<file path="src/rtl/pcs_pkg.sv">
// Constants, field positions and carrier types for the PCI status/command and transmit window block
package pcs_pkg;

    // ------------------------------------------------------------
    // Configuration offsets
    // ------------------------------------------------------------
    localparam logic [7:0] PCS_STATUS_CMD_OFS = 8'h04;
    localparam logic [7:0] PCS_TX_BASE_OFS = 8'h10;

    // ------------------------------------------------------------
    // Status/command field positions
    // ------------------------------------------------------------
    localparam int PCS_ANY_PERR_BIT = 31;
    localparam int PCS_SYS_ERR_BIT = 30;
    localparam int PCS_RX_MABORT_BIT = 29;
    localparam int PCS_RX_TABORT_BIT = 28;
    localparam int PCS_SIG_TABORT_BIT = 27;
    localparam int PCS_DEVSEL_LSB = 25;
    localparam int PCS_MASTER_DPERR_BIT = 24;
    localparam int PCS_SERR_EN_BIT = 8;
    localparam int PCS_PERR_RESP_BIT = 6;
    localparam int PCS_BUS_MASTER_BIT = 2;
    localparam int PCS_MEM_SPACE_BIT = 1;
    localparam logic [1:0] PCS_DEVSEL_TIMING = 2'h2;

    // ------------------------------------------------------------
    // Transmit window base field positions and fixed bits
    // ------------------------------------------------------------
    localparam int PCS_BASE_LSB = 27;
    localparam int PCS_BASE_W = 5;
    localparam int PCS_PREFETCH_BIT = 3;
    localparam int PCS_WIN_TYPE_LSB = 1;
    localparam logic PCS_PREFETCH_VAL = 1'b1;
    localparam logic [1:0] PCS_WIN_TYPE_VAL = 2'h0;
    localparam logic PCS_MEM_SPACE_IND = 1'b0;

    // ------------------------------------------------------------
    // Reset values
    // ------------------------------------------------------------
    localparam logic [PCS_BASE_W-1:0] PCS_BASE_RST = 5'h00;

    // PCI side error events, one-cycle pulses
    typedef struct packed {
        logic slave_wdata_perr;
        logic addr_perr;
        logic master_abort;
        logic target_abort;
        logic target_perr_seen;
    } pcs_pci_evt_t;

    // Writable command enables
    typedef struct packed {
        logic serr_en;
        logic perr_resp;
        logic bus_master;
        logic mem_space;
    } pcs_cmd_t;

    // Sticky write-one-to-clear status flags
    typedef struct packed {
        logic any_perr;
        logic sys_err;
        logic rx_mabort;
        logic rx_tabort;
        logic master_dperr;
    } pcs_flags_t;

endpackage : pcs_pkg

</file>
<file path="src/rtl/pcs_config_regs.sv">
// PCI status/command and transmit window configuration logic
`timescale 1ns/1ps
// Contract
// - Target write-data parity error, or address parity error while not master, sets bit 31, even with parity handling off; W1C.
// - Asserting SERR sets bit 30 (W1C) and raises the transmit path error.
// - Own master transaction ending in master abort sets bit 29; W1C.
// - Own master transaction ending in target abort sets bit 28; W1C.
// - Never signal target abort; bit 27 reads zero.
// - Bits 26:25 read fixed 10b device-select timing.
// - Target PERR seen as master with response enabled sets bit 24, raises receive path error.
// - Bit 23 reads zero; no fast back-to-back across different agents.
// - Bits 7, 5, 4, 3 and 0 hardwired zero, writes ignored.
// - SERR enable and address parity error while not master drive SERR and transmit path error.
// - Parity response set asserts PERR on target write data errors; clear ignores them.
// - Master transactions start only while bus master enable bit 2 is set.
// - Memory accesses claimed only while memory space enable bit 1 is set.
// - Writable base in bits 31:27, reset zero; window writes forwarded to the link.
// - Transmit base bit 3 always reads one.
// - Transmit base bits 2:1 read 00b.
// - Transmit base bit 0 reads zero.
module pcs_config_regs #(
    parameter int ADDR_W = 32,
    parameter int DATA_W = 32
) (
    input wire logic ref_clk_i,
    input wire logic sys_rst_i,
    input wire logic ce_i,
    input wire logic cfg_wr_i,
    input wire logic cfg_rd_i,
    input wire logic [7:0] cfg_addr_i,
    input wire logic [3:0] cfg_be_i,
    input wire logic [31:0] cfg_wdata_i,
    output logic [31:0] cfg_rdata_o,
    output logic cfg_rvalid_o,
    input wire pcs_pkg::pcs_pci_evt_t pci_evt_i,
    input wire logic is_master_i,
    input wire logic master_req_i,
    output logic master_start_o,
    input wire logic mem_valid_i,
    input wire logic mem_write_i,
    input wire logic [ADDR_W-1:0] mem_addr_i,
    input wire logic [DATA_W-1:0] mem_data_i,
    output logic mem_claim_o,
    output logic link_tx_valid_o,
    output logic [ADDR_W-1:0] link_tx_addr_o,
    output logic [DATA_W-1:0] link_tx_data_o,
    output logic serr_o,
    output logic serr_oe_o,
    output logic perr_o,
    output logic perr_oe_o,
    output logic transmit_path_error_o,
    output logic receive_path_error_o,
    output pcs_pkg::pcs_cmd_t cmd_o
);

    // ------------------------------------------------------------
    // Helper functions
    // ------------------------------------------------------------

    // Window decode on the top address bits only
    function automatic logic pcs_window_hit(input logic [ADDR_W-1:0] addr,
                                            input logic [pcs_pkg::PCS_BASE_W-1:0] base);
        pcs_window_hit = (addr[ADDR_W-1 -: pcs_pkg::PCS_BASE_W] == base);
    endfunction : pcs_window_hit

    // Assemble the status/command word; unlisted bits stay zero
    function automatic logic [31:0] pcs_status_word(input pcs_pkg::pcs_flags_t f,
                                                    input pcs_pkg::pcs_cmd_t c);
        logic [31:0] w;
        w = 32'h0000_0000;
        w[pcs_pkg::PCS_ANY_PERR_BIT] = f.any_perr;
        w[pcs_pkg::PCS_SYS_ERR_BIT] = f.sys_err;
        w[pcs_pkg::PCS_RX_MABORT_BIT] = f.rx_mabort;
        w[pcs_pkg::PCS_RX_TABORT_BIT] = f.rx_tabort;
        w[pcs_pkg::PCS_DEVSEL_LSB +: 2] = pcs_pkg::PCS_DEVSEL_TIMING;
        w[pcs_pkg::PCS_MASTER_DPERR_BIT] = f.master_dperr;
        w[pcs_pkg::PCS_SERR_EN_BIT] = c.serr_en;
        w[pcs_pkg::PCS_PERR_RESP_BIT] = c.perr_resp;
        w[pcs_pkg::PCS_BUS_MASTER_BIT] = c.bus_master;
        w[pcs_pkg::PCS_MEM_SPACE_BIT] = c.mem_space;
        pcs_status_word = w;
    endfunction : pcs_status_word

    // ------------------------------------------------------------
    // State
    // ------------------------------------------------------------
    pcs_pkg::pcs_cmd_t cmd_reg;
    pcs_pkg::pcs_flags_t flags_reg;
    pcs_pkg::pcs_flags_t flags_next;
    pcs_pkg::pcs_flags_t flags_set;
    pcs_pkg::pcs_flags_t flags_clr;
    logic [pcs_pkg::PCS_BASE_W-1:0] base_reg;
    logic wr_status;
    logic wr_base;
    logic serr_evt;
    logic perr_evt;
    logic dperr_evt;
    logic claim_hit;
    logic [31:0] base_word;

    assign wr_status = cfg_wr_i && (cfg_addr_i == pcs_pkg::PCS_STATUS_CMD_OFS);
    assign wr_base = cfg_wr_i && (cfg_addr_i == pcs_pkg::PCS_TX_BASE_OFS);

    // Error event qualification
    assign serr_evt = pci_evt_i.addr_perr && !is_master_i && cmd_reg.serr_en;
    assign perr_evt = pci_evt_i.slave_wdata_perr && cmd_reg.perr_resp;
    assign dperr_evt = pci_evt_i.target_perr_seen && is_master_i && cmd_reg.perr_resp;

    // Only writes inside the window are claimed; reads of it are left to others
    assign claim_hit = mem_valid_i && mem_write_i && cmd_reg.mem_space
                       && pcs_window_hit(mem_addr_i, base_reg);

    // Base word with its fixed low bits; the rest of the low field reads zero
    always_comb begin
        base_word = 32'h0000_0000;
        base_word[pcs_pkg::PCS_BASE_LSB +: pcs_pkg::PCS_BASE_W] = base_reg;
        base_word[pcs_pkg::PCS_PREFETCH_BIT] = pcs_pkg::PCS_PREFETCH_VAL;
        base_word[pcs_pkg::PCS_WIN_TYPE_LSB +: 2] = pcs_pkg::PCS_WIN_TYPE_VAL;
        base_word[0] = pcs_pkg::PCS_MEM_SPACE_IND;
    end

    // ------------------------------------------------------------
    // Sticky status flags
    // ------------------------------------------------------------

    // Set wins over a same-cycle write-one-to-clear so no event is lost
    always_comb begin
        flags_set.any_perr = pci_evt_i.slave_wdata_perr || (pci_evt_i.addr_perr && !is_master_i);
        flags_set.sys_err = serr_evt;
        flags_set.rx_mabort = pci_evt_i.master_abort && is_master_i;
        flags_set.rx_tabort = pci_evt_i.target_abort && is_master_i;
        flags_set.master_dperr = dperr_evt;
        flags_clr.any_perr = wr_status && cfg_be_i[3] && cfg_wdata_i[pcs_pkg::PCS_ANY_PERR_BIT];
        flags_clr.sys_err = wr_status && cfg_be_i[3] && cfg_wdata_i[pcs_pkg::PCS_SYS_ERR_BIT];
        flags_clr.rx_mabort = wr_status && cfg_be_i[3] && cfg_wdata_i[pcs_pkg::PCS_RX_MABORT_BIT];
        flags_clr.rx_tabort = wr_status && cfg_be_i[3] && cfg_wdata_i[pcs_pkg::PCS_RX_TABORT_BIT];
        flags_clr.master_dperr = wr_status && cfg_be_i[3] && cfg_wdata_i[pcs_pkg::PCS_MASTER_DPERR_BIT];
        flags_next = flags_set | (flags_reg & ~flags_clr);
    end

    always_ff @(posedge ref_clk_i) begin
        if (sys_rst_i) begin
            flags_reg <= '0;
        end else if (ce_i) begin
            flags_reg <= flags_next;
        end
    end

    // ------------------------------------------------------------
    // Command enables and transmit base
    // ------------------------------------------------------------

    // Only the four enables are stored; hardwired bits have no storage at all
    always_ff @(posedge ref_clk_i) begin
        if (sys_rst_i) begin
            cmd_reg <= '0;
        end else if (ce_i && wr_status) begin
            if (cfg_be_i[1]) begin
                cmd_reg.serr_en <= cfg_wdata_i[pcs_pkg::PCS_SERR_EN_BIT];
            end
            if (cfg_be_i[0]) begin
                cmd_reg.perr_resp <= cfg_wdata_i[pcs_pkg::PCS_PERR_RESP_BIT];
                cmd_reg.bus_master <= cfg_wdata_i[pcs_pkg::PCS_BUS_MASTER_BIT];
                cmd_reg.mem_space <= cfg_wdata_i[pcs_pkg::PCS_MEM_SPACE_BIT];
            end
        end
    end

    // Base moves only with its own byte lane
    always_ff @(posedge ref_clk_i) begin
        if (sys_rst_i) begin
            base_reg <= pcs_pkg::PCS_BASE_RST;
        end else if (ce_i && wr_base && cfg_be_i[3]) begin
            base_reg <= cfg_wdata_i[pcs_pkg::PCS_BASE_LSB +: pcs_pkg::PCS_BASE_W];
        end
    end

    // ------------------------------------------------------------
    // Configuration read port
    // ------------------------------------------------------------

    // Unmapped offsets read zero
    always_ff @(posedge ref_clk_i) begin
        if (sys_rst_i) begin
            cfg_rdata_o <= 32'h0000_0000;
            cfg_rvalid_o <= 1'b0;
        end else if (ce_i) begin
            cfg_rvalid_o <= cfg_rd_i;
            if (cfg_rd_i) begin
                unique case (cfg_addr_i)
                    pcs_pkg::PCS_STATUS_CMD_OFS: cfg_rdata_o <= pcs_status_word(flags_reg, cmd_reg);
                    pcs_pkg::PCS_TX_BASE_OFS: cfg_rdata_o <= base_word;
                    default: cfg_rdata_o <= 32'h0000_0000;
                endcase
            end
        end
    end

    // ------------------------------------------------------------
    // PCI error signalling
    // ------------------------------------------------------------

    // Open-drain style: value stays low, the enable does the signalling
    always_ff @(posedge ref_clk_i) begin
        if (sys_rst_i) begin
            serr_o <= 1'b0;
            serr_oe_o <= 1'b0;
            perr_o <= 1'b0;
            perr_oe_o <= 1'b0;
            transmit_path_error_o <= 1'b0;
            receive_path_error_o <= 1'b0;
        end else if (ce_i) begin
            serr_o <= 1'b0;
            perr_o <= 1'b0;
            serr_oe_o <= serr_evt;
            perr_oe_o <= perr_evt;
            transmit_path_error_o <= serr_evt;
            receive_path_error_o <= dperr_evt;
        end
    end

    // ------------------------------------------------------------
    // Master gating and transmit window forwarding
    // ------------------------------------------------------------

    // A request seen while disabled is dropped, not held for later
    always_ff @(posedge ref_clk_i) begin
        if (sys_rst_i) begin
            master_start_o <= 1'b0;
        end else if (ce_i) begin
            master_start_o <= master_req_i && cmd_reg.bus_master;
        end
    end

    // Claimed writes become link transmits one cycle later
    always_ff @(posedge ref_clk_i) begin
        if (sys_rst_i) begin
            mem_claim_o <= 1'b0;
            link_tx_valid_o <= 1'b0;
            link_tx_addr_o <= '0;
            link_tx_data_o <= '0;
        end else if (ce_i) begin
            mem_claim_o <= claim_hit;
            link_tx_valid_o <= claim_hit;
            if (claim_hit) begin
                link_tx_addr_o <= mem_addr_i;
                link_tx_data_o <= mem_data_i;
            end
        end
    end

    // Enables visible to the rest of the adapter
    always_ff @(posedge ref_clk_i) begin
        if (sys_rst_i) begin
            cmd_o <= '0;
        end else if (ce_i) begin
            cmd_o <= cmd_reg;
        end
    end

    // ------------------------------------------------------------
    // Checks
    // ------------------------------------------------------------

    chk_any_perr_set: assert property (@(posedge ref_clk_i) disable iff (sys_rst_i)
        ce_i && pci_evt_i.slave_wdata_perr |=> flags_reg.any_perr)
        else $error("any parity flag not set");

    chk_serr_pair: assert property (@(posedge ref_clk_i) disable iff (sys_rst_i)
        serr_oe_o |-> transmit_path_error_o && flags_reg.sys_err)
        else $error("serr without path error or flag");

    chk_serr_drive: assert property (@(posedge ref_clk_i) disable iff (sys_rst_i)
        ce_i && pci_evt_i.addr_perr && !is_master_i && cmd_reg.serr_en |=> serr_oe_o && transmit_path_error_o)
        else $error("address parity error did not drive serr");

    chk_mabort_set: assert property (@(posedge ref_clk_i) disable iff (sys_rst_i)
        ce_i && pci_evt_i.master_abort && is_master_i |=> flags_reg.rx_mabort)
        else $error("master abort flag not set");

    chk_tabort_set: assert property (@(posedge ref_clk_i) disable iff (sys_rst_i)
        ce_i && pci_evt_i.target_abort && is_master_i |=> flags_reg.rx_tabort)
        else $error("target abort flag not set");

    chk_fixed_status: assert property (@(posedge ref_clk_i) disable iff (sys_rst_i)
        cfg_rvalid_o && $past(cfg_addr_i) == pcs_pkg::PCS_STATUS_CMD_OFS && $past(ce_i)
        |-> cfg_rdata_o[27:25] == 3'h2 && cfg_rdata_o[23] == 1'b0 && cfg_rdata_o[22:9] == 14'h0000
        && cfg_rdata_o[7] == 1'b0)
        else $error("fixed status bits wrong");

    chk_dperr_rpe: assert property (@(posedge ref_clk_i) disable iff (sys_rst_i)
        receive_path_error_o && $past(ce_i)
        |-> $past(pci_evt_i.target_perr_seen) && $past(cmd_reg.perr_resp) && $past(is_master_i))
        else $error("receive path error without cause");

    chk_dperr_set: assert property (@(posedge ref_clk_i) disable iff (sys_rst_i)
        ce_i && pci_evt_i.target_perr_seen && is_master_i && cmd_reg.perr_resp
        |=> flags_reg.master_dperr && receive_path_error_o)
        else $error("master data parity flag not set");

    chk_hard_zero: assert property (@(posedge ref_clk_i) disable iff (sys_rst_i)
        cfg_rvalid_o && $past(cfg_addr_i) == pcs_pkg::PCS_STATUS_CMD_OFS && $past(ce_i)
        |-> cfg_rdata_o[5:3] == 3'h0 && cfg_rdata_o[0] == 1'b0)
        else $error("hardwired command bits not zero");

    chk_serr_cause: assert property (@(posedge ref_clk_i) disable iff (sys_rst_i)
        $rose(serr_oe_o) |-> $past(cmd_reg.serr_en) && !$past(is_master_i))
        else $error("serr driven without enable");

    chk_perr_gate: assert property (@(posedge ref_clk_i) disable iff (sys_rst_i)
        ce_i && pci_evt_i.slave_wdata_perr && !cmd_reg.perr_resp |=> !perr_oe_o)
        else $error("perr driven while response off");

    chk_perr_drive: assert property (@(posedge ref_clk_i) disable iff (sys_rst_i)
        ce_i && pci_evt_i.slave_wdata_perr && cmd_reg.perr_resp |=> perr_oe_o)
        else $error("perr not driven on write data error");

    chk_perr_cause: assert property (@(posedge ref_clk_i) disable iff (sys_rst_i)
        perr_oe_o && $past(ce_i) |-> $past(pci_evt_i.slave_wdata_perr) && $past(cmd_reg.perr_resp))
        else $error("perr driven without cause");

    chk_master_gate: assert property (@(posedge ref_clk_i) disable iff (sys_rst_i)
        master_start_o |-> $past(cmd_reg.bus_master))
        else $error("master start while disabled");

    chk_claim_gate: assert property (@(posedge ref_clk_i) disable iff (sys_rst_i)
        mem_claim_o |-> $past(cmd_reg.mem_space) && $past(mem_write_i))
        else $error("claim while memory space off");

    chk_window_fwd: assert property (@(posedge ref_clk_i) disable iff (sys_rst_i)
        ce_i && claim_hit |=> link_tx_valid_o && link_tx_addr_o == $past(mem_addr_i))
        else $error("window write not forwarded");

    chk_window_data: assert property (@(posedge ref_clk_i) disable iff (sys_rst_i)
        ce_i && claim_hit |=> link_tx_data_o == $past(mem_data_i))
        else $error("window write data not forwarded");

    chk_base_write: assert property (@(posedge ref_clk_i) disable iff (sys_rst_i)
        ce_i && wr_base && cfg_be_i[3] |=> base_reg == $past(cfg_wdata_i[31:27]))
        else $error("base write did not land");

    chk_base_word: assert property (@(posedge ref_clk_i) disable iff (sys_rst_i)
        cfg_rvalid_o && $past(cfg_addr_i) == pcs_pkg::PCS_TX_BASE_OFS && $past(ce_i)
        |-> cfg_rdata_o[26:0] == 27'h0000008)
        else $error("base low bits wrong");

endmodule : pcs_config_regs

</file>
<file path="config.mk">
export PLATFORM = sky130hd
export DESIGN_NAME = pcs_config_regs
export DESIGN_NICKNAME = d
export VERILOG_FILES = /design/src/rtl/pcs_pkg.sv /design/src/rtl/pcs_config_regs.sv
export SDC_FILE = /design/constraint.sdc
export NUM_CORES = 1
export LEC_CHECK = 0
export BUFFER_PORTS_ARGS = -buffer_cell sky130_fd_sc_hd__buf_2
export CAP_MARGIN = 20
export CORE_MARGIN = 2
export CORE_UTILIZATION = 40
export CTS_CLUSTER_DIAMETER = 40
export DETAILED_ROUTE_END_ITERATION = 8
export HOLD_SLACK_MARGIN = 0.05
export PLACE_DENSITY = 0.72
export SLEW_MARGIN = 20
export SYNTH_ARGS = -nofsm -noshare
export SYNTH_HDL_FRONTEND = slang
export SYNTH_SLANG_ARGS = --single-unit
</file>
<file path="constraint.sdc">
create_clock -name ref_clk_i -period 4.2 [get_ports ref_clk_i]
set_input_delay 0.42 -clock ref_clk_i [delete_from_list [all_inputs] [get_ports ref_clk_i]]
set_output_delay 0.42 -clock ref_clk_i [all_outputs]
set_load 0.05 [all_outputs]
</file>
**Word-level counts from Yosys, hierarchy flattened**

Cells that the tools add are included.

- Eq/ne operators: 3
- Bitwise logic cells: 3
- Mux-type cells: 1
- Reduce and logical (&&, ||, !) cells: 28

Operator list:

| cell | number |
|---|---|
| $pmux W32 S2 | 1 |
| $logic_and A1 B1 Y1 | 22 |
| $eq A8 B3 Y1 const B | 1 |
| $eq A8 B5 Y1 const B | 1 |
| $reduce_and A2 Y1 | 4 |
| $and A5 B5 Y5 | 1 |
| $eq A5 B5 Y1 | 1 |
| $not A5 Y5 | 1 |
| $or A5 B5 Y5 | 1 |
| $logic_not A1 Y1 | 1 |
| $logic_or A1 B1 Y1 | 1 |

- Output and inout port bits: 110
- Register bits after elaboration: 120

**Logic depth before layout (Yosys ltp)**

Gate-level depths: netlist of the first run.

- Word-level depth: 7
- Depth in mapped cells: 7
- Mapped depth without buffers: 4

**Worst setup path after synthesis of the first run**

No wires, ideal clock.

- Path type: input port to flip-flop
- Start: in ce_i
- End: reg link_tx_addr_o[12]
- Path slack: 2.473 ns
- Stages: 7
- Path buffers: 3
- Required time: 4.128 ns
- Arrival: 1.656 ns
- Path through: buf_4 nand2_1 a2111o_1 nor4_4 buf_6 buf_12 mux2i_1

- Longest elaborated chain between the ends: 1

RTL lines:

| what | line | RTL |
|---|---|---|
| start: declaration | pcs_config_regs.sv:27 | `input wire logic ce_i,` |
| $reduce_and A2 Y1 (no line) | n/a |  |
| end signal: assignment | pcs_config_regs.sv:246 | `link_tx_addr_o <= mem_addr_i;` |
| end: declaration | pcs_config_regs.sv:45 | `output logic [ADDR_W-1:0] link_tx_addr_o,` |

No other way between the ends.
A chain may end at the register's enable or synchronous reset.

**Final worst setup path of the first run**

- Start: in ce_i
- End: reg link_tx_data_o[26]

- Longest elaborated chain between the ends: 1

RTL lines:

| what | line | RTL |
|---|---|---|
| $reduce_and A2 Y1 (no line) | n/a |  |
| end signal: assignment | pcs_config_regs.sv:247 | `link_tx_data_o <= mem_data_i;` |
| end: declaration | pcs_config_regs.sv:46 | `output logic [DATA_W-1:0] link_tx_data_o,` |

No other way between the ends.

==> results.sh, run 1 <==
export IMPL_drc=0
export IMPL_critical_path_slowest_cell="nor4_4"
export IMPL_post_dp_hpwl_mm=7.64
export IMPL_startpoint_type="input pin"
export IMPL_crit_arrival_ps=2540
export IMPL_clkTransAtPathRegs_ps=60
export IMPL_final_period_utilization_pct=54.2
export IMPL_leakagePower_nw=2.57
export IMPL_worst_path_dominant_cell_family="buffers and inverters"
export IMPL_synth_area_per_cell_um2=9.80
export IMPL_critical_path_cell_chain="buf_2, nand2_1, a2111o_1, nor4_4, buf_12, mux2i_1"
export IMPL_finalMaxSlewViolations=0
export IMPL_first_global_vias=3470
export IMPL_flow_area_growth_from_synthesis_pct=24.7
export IMPL_r2r_cells=5
export IMPL_portBuffers=186
export IMPL_grt_first_pass_wirelength_mm=16.8
export IMPL_post_route_min_period_ps=2280
export IMPL_tritoncts_num_sinks=100
export IMPL_tritoncts="yes"
export IMPL_min_path_cells=2
export IMPL_synth_edff_count=0
export IMPL_drt_first_iter_violations=184
export IMPL_detail_route_wl_per_cell_um=13.3
export IMPL_timing_rr_start="base_reg[4]"
export IMPL_timing_max_slew_rel_slack_pct=51.3
export IMPL_ranking_of_synthesized_cells_by_area="dfxtp_1 (44%), nand2b_1 (18%), mux2i_1 (17%)"
export IMPL_final_net_count=756
export IMPL_critical_path_buf_inv_count=2
export IMPL_grt_util_all_layers_pct=16.6
export IMPL_run_status="finished clean"
export IMPL_power_mw=1.98
export IMPL_reg_largest_list="link_tx_addr_o (32), link_tx_data_o (32), cfg_rdata_o (12)"
export IMPL_drv_max_cap_violation_count=0
export IMPL_postSynth_topFlopCell="dfxtp_1"
export IMPL_clock_root_buffer="clkbuf_16"
export IMPL_rrSetupSlack_ps=2040
export IMPL_setup_viols_final=0
export IMPL_post_synth_num_cell_types=33
export IMPL_setup_repair_after_global_routing_missed_its_margin="no"
export IMPL_worstMarginPinSlew_ps=731
export IMPL_count_of_tritonroute_iterations_in_the_first_routing_pass=4
export IMPL_fin_setup_tns_ps=0
export IMPL_timing_critical_path_to_type="flip-flop"
export IMPL_postRouteWirelength_mm=10.4
export IMPL_worstSkewPairLatency_ps=340
export IMPL_yosys_area_top_type="dfxtp_1"
export IMPL_floorplan_die_width_um=111
export IMPL_startpoint_of_the_most_critical_setup_path="ce_i"
export IMPL_power_ir_vdd_worst_mv=0.164
export IMPL_timing_clock_skew_ps=7.35
export IMPL_core_um2=11300
export IMPL_cts_buffers=9
export IMPL_post_synth_instance_area_um2=4590
export IMPL_post_drt_via_cell_ratio=4.63
export IMPL_min_delay_path_class="input pin to flip-flop"
export IMPL_portion_of_the_post_synthesis_area_used_by_sequential_elements_pct=43.6
export IMPL_vias=3620
export IMPL_largest_stage_delay_on_the_critical_path_ps=430
export IMPL_timing_final_hold_violations=0
export IMPL_initial_utilization_pct=40.5
export IMPL_place_gp_congestion=0.808
export IMPL_initial_antenna_violation_count=1
export IMPL_syn_inst=468
export IMPL_synth_warning_count=0
export IMPL_asyncSetResetFlopFracSynth_pct=0
export IMPL_worst_path_stages=6
export IMPL_grt_start_max_net_pins=111
export IMPL_cts_hold_repair_buffers=0
export IMPL_die_height_um=111
export IMPL_layout_filler_cell_count=1086
export IMPL_antenna_left=0
export IMPL_ios=232
export IMPL_required_ps=4470
export IMPL_yosys_register_bits=100
export IMPL_min_delay_start="cfg_wdata_i[24]"
export IMPL_worst_setup_path_endpoint="link_tx_data_o[26]"
export IMPL_power_density_nw_per_um2=346
export IMPL_worstPathMaxFanout=61
export IMPL_max_freq_mhz=440
export IMPL_floorplan_rows=39
export IMPL_post_cts_repair_setup_buffers=0
export IMPL_cts_max_path_buffers=2
export IMPL_grt_remaining_overflow=0
export IMPL_drive_above_1_share_pct=32.1
export IMPL_cts_htree_levels=3
export IMPL_post_cts_resize_count=0
export IMPL_area_of_the_die_um2=12300
export IMPL_criticalPathCategory="input pin to flip-flop"
export IMPL_yosysTopAreaCellShare_pct=43.6
export IMPL_regToRegEndpoint="link_tx_data_o[26]"
-- layout by cell type, fill, tap and decap left out, types with 2 or more instances in the layout --
cell type and instances:
xnor2_1 2, conb_1 22, and2_1 2, nand4_1 5, nor2b_1 7, a32oi_1 4, nand2_1 20, clkinv_2 4
and4b_1 2, inv_1 3, buf_2 185, dfxtp_1 100, nand3_1 11, mux2i_1 76, buf_4 2, a31oi_1 3
a311oi_1 5, nand2b_1 134, clkbuf_16 9, bufinv_16 2, nor2_1 15, a21oi_1 13
-- synthesized netlist by cell type (3+ instances only) --
library cell	n
a21oi_1	13
a311oi_1	5
a31oi_1	3
a32oi_1	4
buf_12	5
buf_4	26
clkbuf_1	20
dfxtp_1	100
inv_1	3
mux2i_1	76
nand2_1	20
nand2b_1	134
nand3_1	11
nand4_1	5
nor2_1	15
nor2b_1	7
-- power breakdown --
part / switching, mW / total (mW) / internal [mW] / leakage, nW
clock network: 0.349 / 0.863 / 0.514 / 0.155
registers: 0.00127 / 0.951 / 0.950 / 0.806
logic: 0.101 / 0.168 / 0.0665 / 1.61
-- metal layers --
metal	GRT usage, %	share of wire [%]
met5	0	0
met4	9.30	3.2
met3	2.68	5.7
met2	27.4	47
met1	20.6	44
-- per-stage QoR --
stage	hold slack, ps	area, um^2	std cells	util, %	setup WS, ps
5_1_grt	278	5720	782	50.6	1720
3_3_place_gp	434	5420	766	47.8	1590
6_report	277	5720	782	50.6	1920
2_1_floorplan	448	4670	489	-	2470
4_1_cts	266	5720	781	50.5	1890
3_5_place_dp	429	5420	766	47.8	1530
-- kinds of logic (layout without fill, tap and decap cells) --
family	after synthesis	count (layout)	share of synthesized area (%)
and+or+nand+nor	201	201	25.9
DFF	100	100	43.6
muxes	76	76	16.6
buffers and inverters	57	206	8.78
AOI/OAI and AO/OA	31	31	4.61
xor gates and xnor gates	2	2	0.382
other	1	23	0.0817
-- worst min path at each step --
stage / end / slack [ps]
2_1_floorplan: cfg_rdata_o[24] / 450
3_3_place_gp: cfg_rdata_o[28] / 430
3_5_place_dp: cfg_rdata_o[29] / 430
4_1_cts: flags_reg[0] / 270
5_1_grt: flags_reg[0] / 280
6_report: flags_reg[0] / 280
-- layout make-up --
cell class | count | area, um^2 | area share (%)
Tap cell | 143 | 179 | 3.13
Sequential cell | 100 | 2000 | 35.0
Clock buffer | 9 | 225 | 3.94
Antenna cell | 1 | 2.50 | 0.0437
Inverter | 3 | 11.3 | 0.197
Multi-Input combinational cell | 332 | 2260 | 39.5
Timing Repair Buffer | 188 | 961 | 16.8
Clock inverter | 6 | 80.1 | 1.40
Power figures use the tool's default switching activity.
==> run 2: changes to the inputs <==
--- a/config.mk
+++ b/config.mk
@@ -12,7 +12,7 @@
 export CTS_CLUSTER_DIAMETER = 40
 export DETAILED_ROUTE_END_ITERATION = 8
 export HOLD_SLACK_MARGIN = 0.05
-export PLACE_DENSITY = 0.72
+export PLACE_DENSITY = 0.74
 export SLEW_MARGIN = 20
 export SYNTH_ARGS = -nofsm -noshare
 export SYNTH_HDL_FRONTEND = slang
==> constraint.sdc (replaced) <==
create_clock -name ref_clk_i -period 1.97 [get_ports ref_clk_i]
set_input_delay 0.197 -clock ref_clk_i [delete_from_list [all_inputs] [get_ports ref_clk_i]]
set_output_delay 0.197 -clock ref_clk_i [all_outputs]
set_load 0.05 [all_outputs]
==> run 2 against run 1 <==
Compared with the run above: clock power is 130% higher; hold slack worse by 210 ps; non-clock buffer count grew 9; first-iteration DRC count increased by 37%; combinational power grew 120%; die area unchanged; sequential power grew 110%; clock skew fell by 1.1 ps; flip-flop and latch count unchanged; count of clock-buffer cells in the layout grew 1; setup slack lost 1800 ps; critical endpoint is now link_tx_data_o[15]; largest cell class unchanged; largest power group unchanged.
==> results.sh, run 2 (synthesis results as in run 1) <==
export IMPL_min_delay_path_class="input pin to flip-flop"
export IMPL_floorplan_rows=39
export IMPL_power_sequential_fraction_pct=46.0
export IMPL_worstHoldEndpoint="flags_reg[4]"
export IMPL_layout_filler_cell_count=1063
export IMPL_largest_stage_delay_on_the_critical_path_ps=390
export IMPL_power_density_nw_per_um2=753
export IMPL_setup_repair_after_global_routing_missed_its_margin="no"
export IMPL_vias=3734
export IMPL_clock_root_buffer="clkbuf_16"
export IMPL_timing_clock_skew_ps=6.27
export IMPL_startpoint_type="flip-flop"
export IMPL_required_ps=2220
export IMPL_commonest_non_fill_non_tap_cell_in_the_layout="buf_2"
export IMPL_postRouteWirelength_mm=10.9
export IMPL_final_period_utilization_pct=95.3
export IMPL_clkTransAtPathRegs_ps=70
export IMPL_core_um2=11300
export IMPL_reg_largest_list="link_tx_addr_o (32), link_tx_data_o (32), cfg_rdata_o (12)"
export IMPL_setup_viols_final=0
export IMPL_finish_utilization_pct=51.7
export IMPL_cts_buffers=9
export IMPL_crit_arrival_ps=2130
export IMPL_share_of_power_burned_in_the_clock_network_pct=45.7
export IMPL_min_path_cells=2
export IMPL_drc=0
export IMPL_criticalPathCategory="flip-flop to flip-flop"
export IMPL_initial_utilization_pct=40.5
export IMPL_first_global_vias=3576
export IMPL_run_status="finished clean"
export IMPL_post_dp_hpwl_mm=7.73
export IMPL_drv_max_cap_violation_count=0
export IMPL_leakagePower_nw=2.63
export IMPL_timing_final_hold_violations=0
export IMPL_antenna_left=0
export IMPL_initial_antenna_violation_count=0
export IMPL_max_freq_mhz=533
export IMPL_count_of_tritonroute_iterations_in_the_first_routing_pass=4
export IMPL_place_gp_congestion=0.804
export IMPL_timing_critical_path_to_type="flip-flop"
export IMPL_final_net_count=765
export IMPL_critical_path_slowest_cell="a2111o_1"
export IMPL_power_internal_mw=3.42
export IMPL_detail_route_wl_per_cell_um=13.8
export IMPL_cts_max_path_buffers=2
export IMPL_worstPathMaxFanout=29
export IMPL_timing_rr_start="cmd_reg[0]"
export IMPL_worstSkewPairLatency_ps=340
export IMPL_grt_remaining_overflow=0
export IMPL_ios=232
export IMPL_critical_path_cell_chain="nand2_1, a2111o_1, nor4_4, buf_4, clkbuf_16, mux2i_1"
export IMPL_die_height_um=111
export IMPL_min_delay_start="cfg_wdata_i[31]"
export IMPL_floorplan_die_width_um=111
export IMPL_tritoncts_num_sinks=100
export IMPL_tritoncts="yes"
export IMPL_post_route_min_period_ps=1880
export IMPL_flow_area_growth_from_synthesis_pct=27.5
export IMPL_grt_start_max_net_pins=117
export IMPL_insertedDiodeCount=0
export IMPL_power_ir_vdd_worst_mv=0.507
export IMPL_p_sw_mw=0.991
export IMPL_r2r_cells=6
export IMPL_combPwrFrac_pct=8.3
export IMPL_post_drt_via_cell_ratio=4.72
export IMPL_cts_htree_levels=3
export IMPL_rrSetupSlack_ps=90
export IMPL_regToRegEndpoint="link_tx_data_o[15]"
export IMPL_area_of_the_die_um2=12300
export IMPL_drt_first_iter_violations=252
export IMPL_fin_setup_tns_ps=0
export IMPL_finalMaxSlewViolations=0
export IMPL_grt_util_all_layers_pct=17.0
export IMPL_layout_common_cells="buf_2 (185), nand2b_1 (134), dfxtp_1 (100)"
export IMPL_grt_first_pass_wirelength_mm=17.4
export IMPL_power_switching_share_pct=22.5
export IMPL_drive_above_1_share_pct=32.9
export IMPL_portBuffers=186
==> run 2: critical path, delay by kind of cell, from the launching register on <==
kind | cells | cell delay, ps
AND/OR/NAND/NOR | 2 | 330
buffers and inverters | 2 | 410
flip-flops | 1 | 360
AO/OA/AOI/OAI | 1 | 390
multiplexers | 1 | 260
==> run 2: power by group through the flow <==
stage | Sequential [mW] | Combinational, mW | Clock, mW
2_1_floorplan | 2.08 | 0.265 | 0
3_3_place_gp | 2.07 | 0.356 | 0
3_5_place_dp | 2.07 | 0.364 | 0
4_1_cts | 2.03 | 0.367 | 2.07
5_1_grt | 2.03 | 0.399 | 2.15
6_report | 2.03 | 0.366 | 2.01
==> run 2: layout make-up <==
| type | instances | area (um^2) | area share [%] |
|---|---|---|---|
| timing repair buffer | 197 | 1060 | 18.0 |
| clock buffer | 10 | 229 | 3.91 |
| inverter | 3 | 11.3 | 0.192 |
| clock inverter | 6 | 113 | 1.92 |
| sequential | 100 | 2000 | 34.2 |
| tap | 143 | 179 | 3.06 |
| multi-input combinational | 332 | 2260 | 38.7 |
==> run 2: worst max-delay path by stage <==
stage               slack (ps)           start            endpoint
floorplan                  410     base_reg[4]  link_tx_addr_o[12]
CTS                         60      cmd_reg[0]  link_tx_data_o[15]
global placement           170  mem_addr_i[31]  link_tx_data_o[22]
detailed placement          60  mem_addr_i[31]  link_tx_data_o[15]
global route                20      cmd_reg[0]   link_tx_addr_o[6]
finish                      90      cmd_reg[0]  link_tx_data_o[15]
==> run 2: repair_timing <==
action / 4_1_cts / 5_1_grt
resized for setup: 0 / 3
endpoints found under the setup margin: 0 / 3
buffers inserted: 0 / 2
hold buffers: 1 / 0
hold endpoints to repair: 1 / 0
==> run 2: per-stage QoR <==
step / cells / hold slack, ps / cell area (um^2) / setup slack [ps] / power, mW
finish: 791 / 67.8 / 5850 / 92.4 / 4.41
global route: 791 / 60.3 / 5850 / 20.6 / 4.57
CTS: 788 / 55.0 / 5820 / 61.8 / 4.46
detailed placement: 771 / 406 / 5470 / 64.4 / 2.44
global placement: 771 / 401 / 5470 / 168 / 2.43
floorplan: 489 / 306 / 4670 / 410 / 2.34
==> run 2: per-layer routing <==
layer	wire length (um)	global-route usage, %
met1	4780	21.4
met2	5290	28.6
met3	669	3.77
met4	185	6.34
met5	0	0
==> run 3: changes to the inputs <==
--- a/config.mk
+++ b/config.mk
@@ -12,7 +12,7 @@
 export CTS_CLUSTER_DIAMETER = 40
 export DETAILED_ROUTE_END_ITERATION = 8
 export HOLD_SLACK_MARGIN = 0.05
-export PLACE_DENSITY = 0.74
+export PLACE_DENSITY = 0.72
 export SLEW_MARGIN = 20
 export SYNTH_ARGS = -nofsm -noshare
 export SYNTH_HDL_FRONTEND = slang
==> constraint.sdc (replaced) <==
create_clock -name ref_clk_i -period 2.1 [get_ports ref_clk_i]
set_input_delay 0.21 -clock ref_clk_i [delete_from_list [all_inputs] [get_ports ref_clk_i]]
set_output_delay 0.21 -clock ref_clk_i [all_outputs]
set_load 0.05 [all_outputs]
==> run 3 against run 2 <==
Compared with the run above: sequential share of layout area increased by 0.59 points; core utilization decreased by 0.87 points; register-to-register slack improved by 80 ps; wire length fell by 2.8%; largest power group unchanged; critical path depth down 1; sequential power is 6% lower; fmax down 2.8%; clock power is 18% lower.
==> results.sh, run 3 (synthesis results as in run 1) <==
export IMPL_run_status="finished clean"
export IMPL_reg_largest_list="link_tx_addr_o (32), link_tx_data_o (32), cfg_rdata_o (12)"
export IMPL_drc=0
export IMPL_power_density_nw_per_um2=675
export IMPL_timing_final_hold_violations=0
export IMPL_floorplan_rows=39
export IMPL_numPlacedInstances=770
export IMPL_cts_hold_repair_buffers=0
export IMPL_power_mw=3.88
export IMPL_cts_buffers=9
export IMPL_worstMarginPinSlew_ps=634
export IMPL_drive_above_1_share_pct=32.3
export IMPL_detail_route_wl_per_cell_um=13.5
export IMPL_largest_stage_delay_on_the_critical_path_ps=430
export IMPL_multi_input_comb_area_um2=2260
export IMPL_vias=3656
export IMPL_insertedDiodeCount=0
export IMPL_flow_area_growth_from_synthesis_pct=25.4
export IMPL_seq_area_um2=2000
export IMPL_first_global_vias=3625
export IMPL_worstPathMaxFanout=61
export IMPL_ios=232
export IMPL_count_of_tritonroute_iterations_in_the_first_routing_pass=4
export IMPL_fin_area_um2=5750
export IMPL_max_freq_mhz=518
export IMPL_place_area_um2=5460
export IMPL_clock_root_buffer="clkbuf_16"
export IMPL_min_delay_path_class="input pin to flip-flop"
export IMPL_required_ps=2360
export IMPL_tritoncts_num_sinks=100
export IMPL_tritoncts="yes"
export IMPL_post_cts_resize_count=0
export IMPL_post_cts_repair_setup_buffers=0
export IMPL_leakagePower_nw=2.58
export IMPL_drt_first_iter_violations=201
export IMPL_crit_arrival_ps=2190
export IMPL_timing_critical_path_to_type="flip-flop"
export IMPL_antenna_left=0
export IMPL_postRouteWirelength_mm=10.6
export IMPL_grt_remaining_overflow=0
export IMPL_cts_max_path_buffers=2
export IMPL_criticalPathCategory="flip-flop to flip-flop"
export IMPL_grt_util_all_layers_pct=16.9
export IMPL_initial_antenna_violation_count=0
export IMPL_portBuffers=186
export IMPL_final_cells=786
export IMPL_fin_worst_hold_slack_ps=76.6
export IMPL_grt_start_max_net_pins=113
export IMPL_critical_path_cell_chain="nor2b_1, a2111o_1, nor4_4, buf_12, mux2i_1"
export IMPL_critical_path_slowest_cell="a2111o_1"
export IMPL_floorplan_die_width_um=111
export IMPL_final_period_utilization_pct=92.0
export IMPL_finalMaxSlewViolations=0
export IMPL_post_drt_via_cell_ratio=4.65
export IMPL_area_of_the_die_um2=12300
export IMPL_startpoint_type="flip-flop"
export IMPL_fin_setup_tns_ps=0
export IMPL_final_net_count=760
export IMPL_setup_viols_final=0
export IMPL_layout_common_cells="buf_2 (185), nand2b_1 (134), dfxtp_1 (100)"
export IMPL_timing_max_slew_rel_slack_pct=57.4
export IMPL_layout_filler_cell_count=1123
export IMPL_clkTransAtPathRegs_ps=70
export IMPL_initial_utilization_pct=40.5
export IMPL_final_critical_path_setup_slack_ps=168
export IMPL_power_ir_vdd_worst_mv=0.340
export IMPL_worstSkewPairLatency_ps=340
export IMPL_cts_htree_levels=3
export IMPL_finish_utilization_pct=50.8
export IMPL_detailedPlace_worstSlack_ps=192
export IMPL_post_route_min_period_ps=1930
export IMPL_core_um2=11300
export IMPL_drv_max_cap_violation_count=0
export IMPL_die_height_um=111
export IMPL_grt_first_pass_wirelength_mm=17.3
export IMPL_place_gp_congestion=0.799
export IMPL_timing_clock_skew_ps=7.33
export IMPL_commonest_non_fill_non_tap_cell_in_the_layout="buf_2"
export IMPL_setup_repair_after_global_routing_missed_its_margin="no"
export IMPL_post_dp_hpwl_mm=7.95
## run 3: cell count changes in the layout (fill, tap and decap cells not counted), sizes merged
cell and change:
bufinv -2, clkbuf +1, buf -3, dlygate4sd3 -1
## run 3: worst max-delay path, delay by kind of cell (launching register included)
family / cells / cell delay, ps
AOI/OAI and AO/OA: 1 / 430
DFF: 1 / 400
and+or+nand+nor: 2 / 300
buffers and inverters: 1 / 400
muxes: 1 / 260
## run 3: final cells by class
class	count	area share, %
clock inverters	4	0.848
multi-input cells	332	39.3
inverters	3	0.196
clock buffers	12	4.28
repair buffers	192	17.4
flip-flops and latches	100	34.8
well taps	143	3.11
## run 3: power by group
| part | switching [mW] | total, mW | internal [mW] |
|---|---|---|---|
| sequential | 0.00260 | 1.90 | 1.90 |
| clock | 0.683 | 1.64 | 0.955 |
| combinational | 0.205 | 0.342 | 0.138 |
## run 3: per-layer routing
metal | vias to the layer above | global-route usage (%) | part of all wire [%]
li1 | 1851 | - | -
met1 | 1665 | 20.6 | 43
met2 | 123 | 29.5 | 48
met3 | 17 | 3.61 | 5.9
met4 | 0 | 6.26 | 2.3
met5 | - | 0 | 0
## run 3: path summary, 6_finish.rpt
check                        from                 end  slack [ps]  depth (start not counted)
setup reg to reg      base_reg[4]  link_tx_data_o[21]         170                          5
hold reg to reg   cfg_rdata_o[28]     cfg_rdata_o[28]         440                          2
setup / recovery      base_reg[4]  link_tx_data_o[21]         170                          5
hold / removal    cfg_wdata_i[24]        flags_reg[0]          80                          2
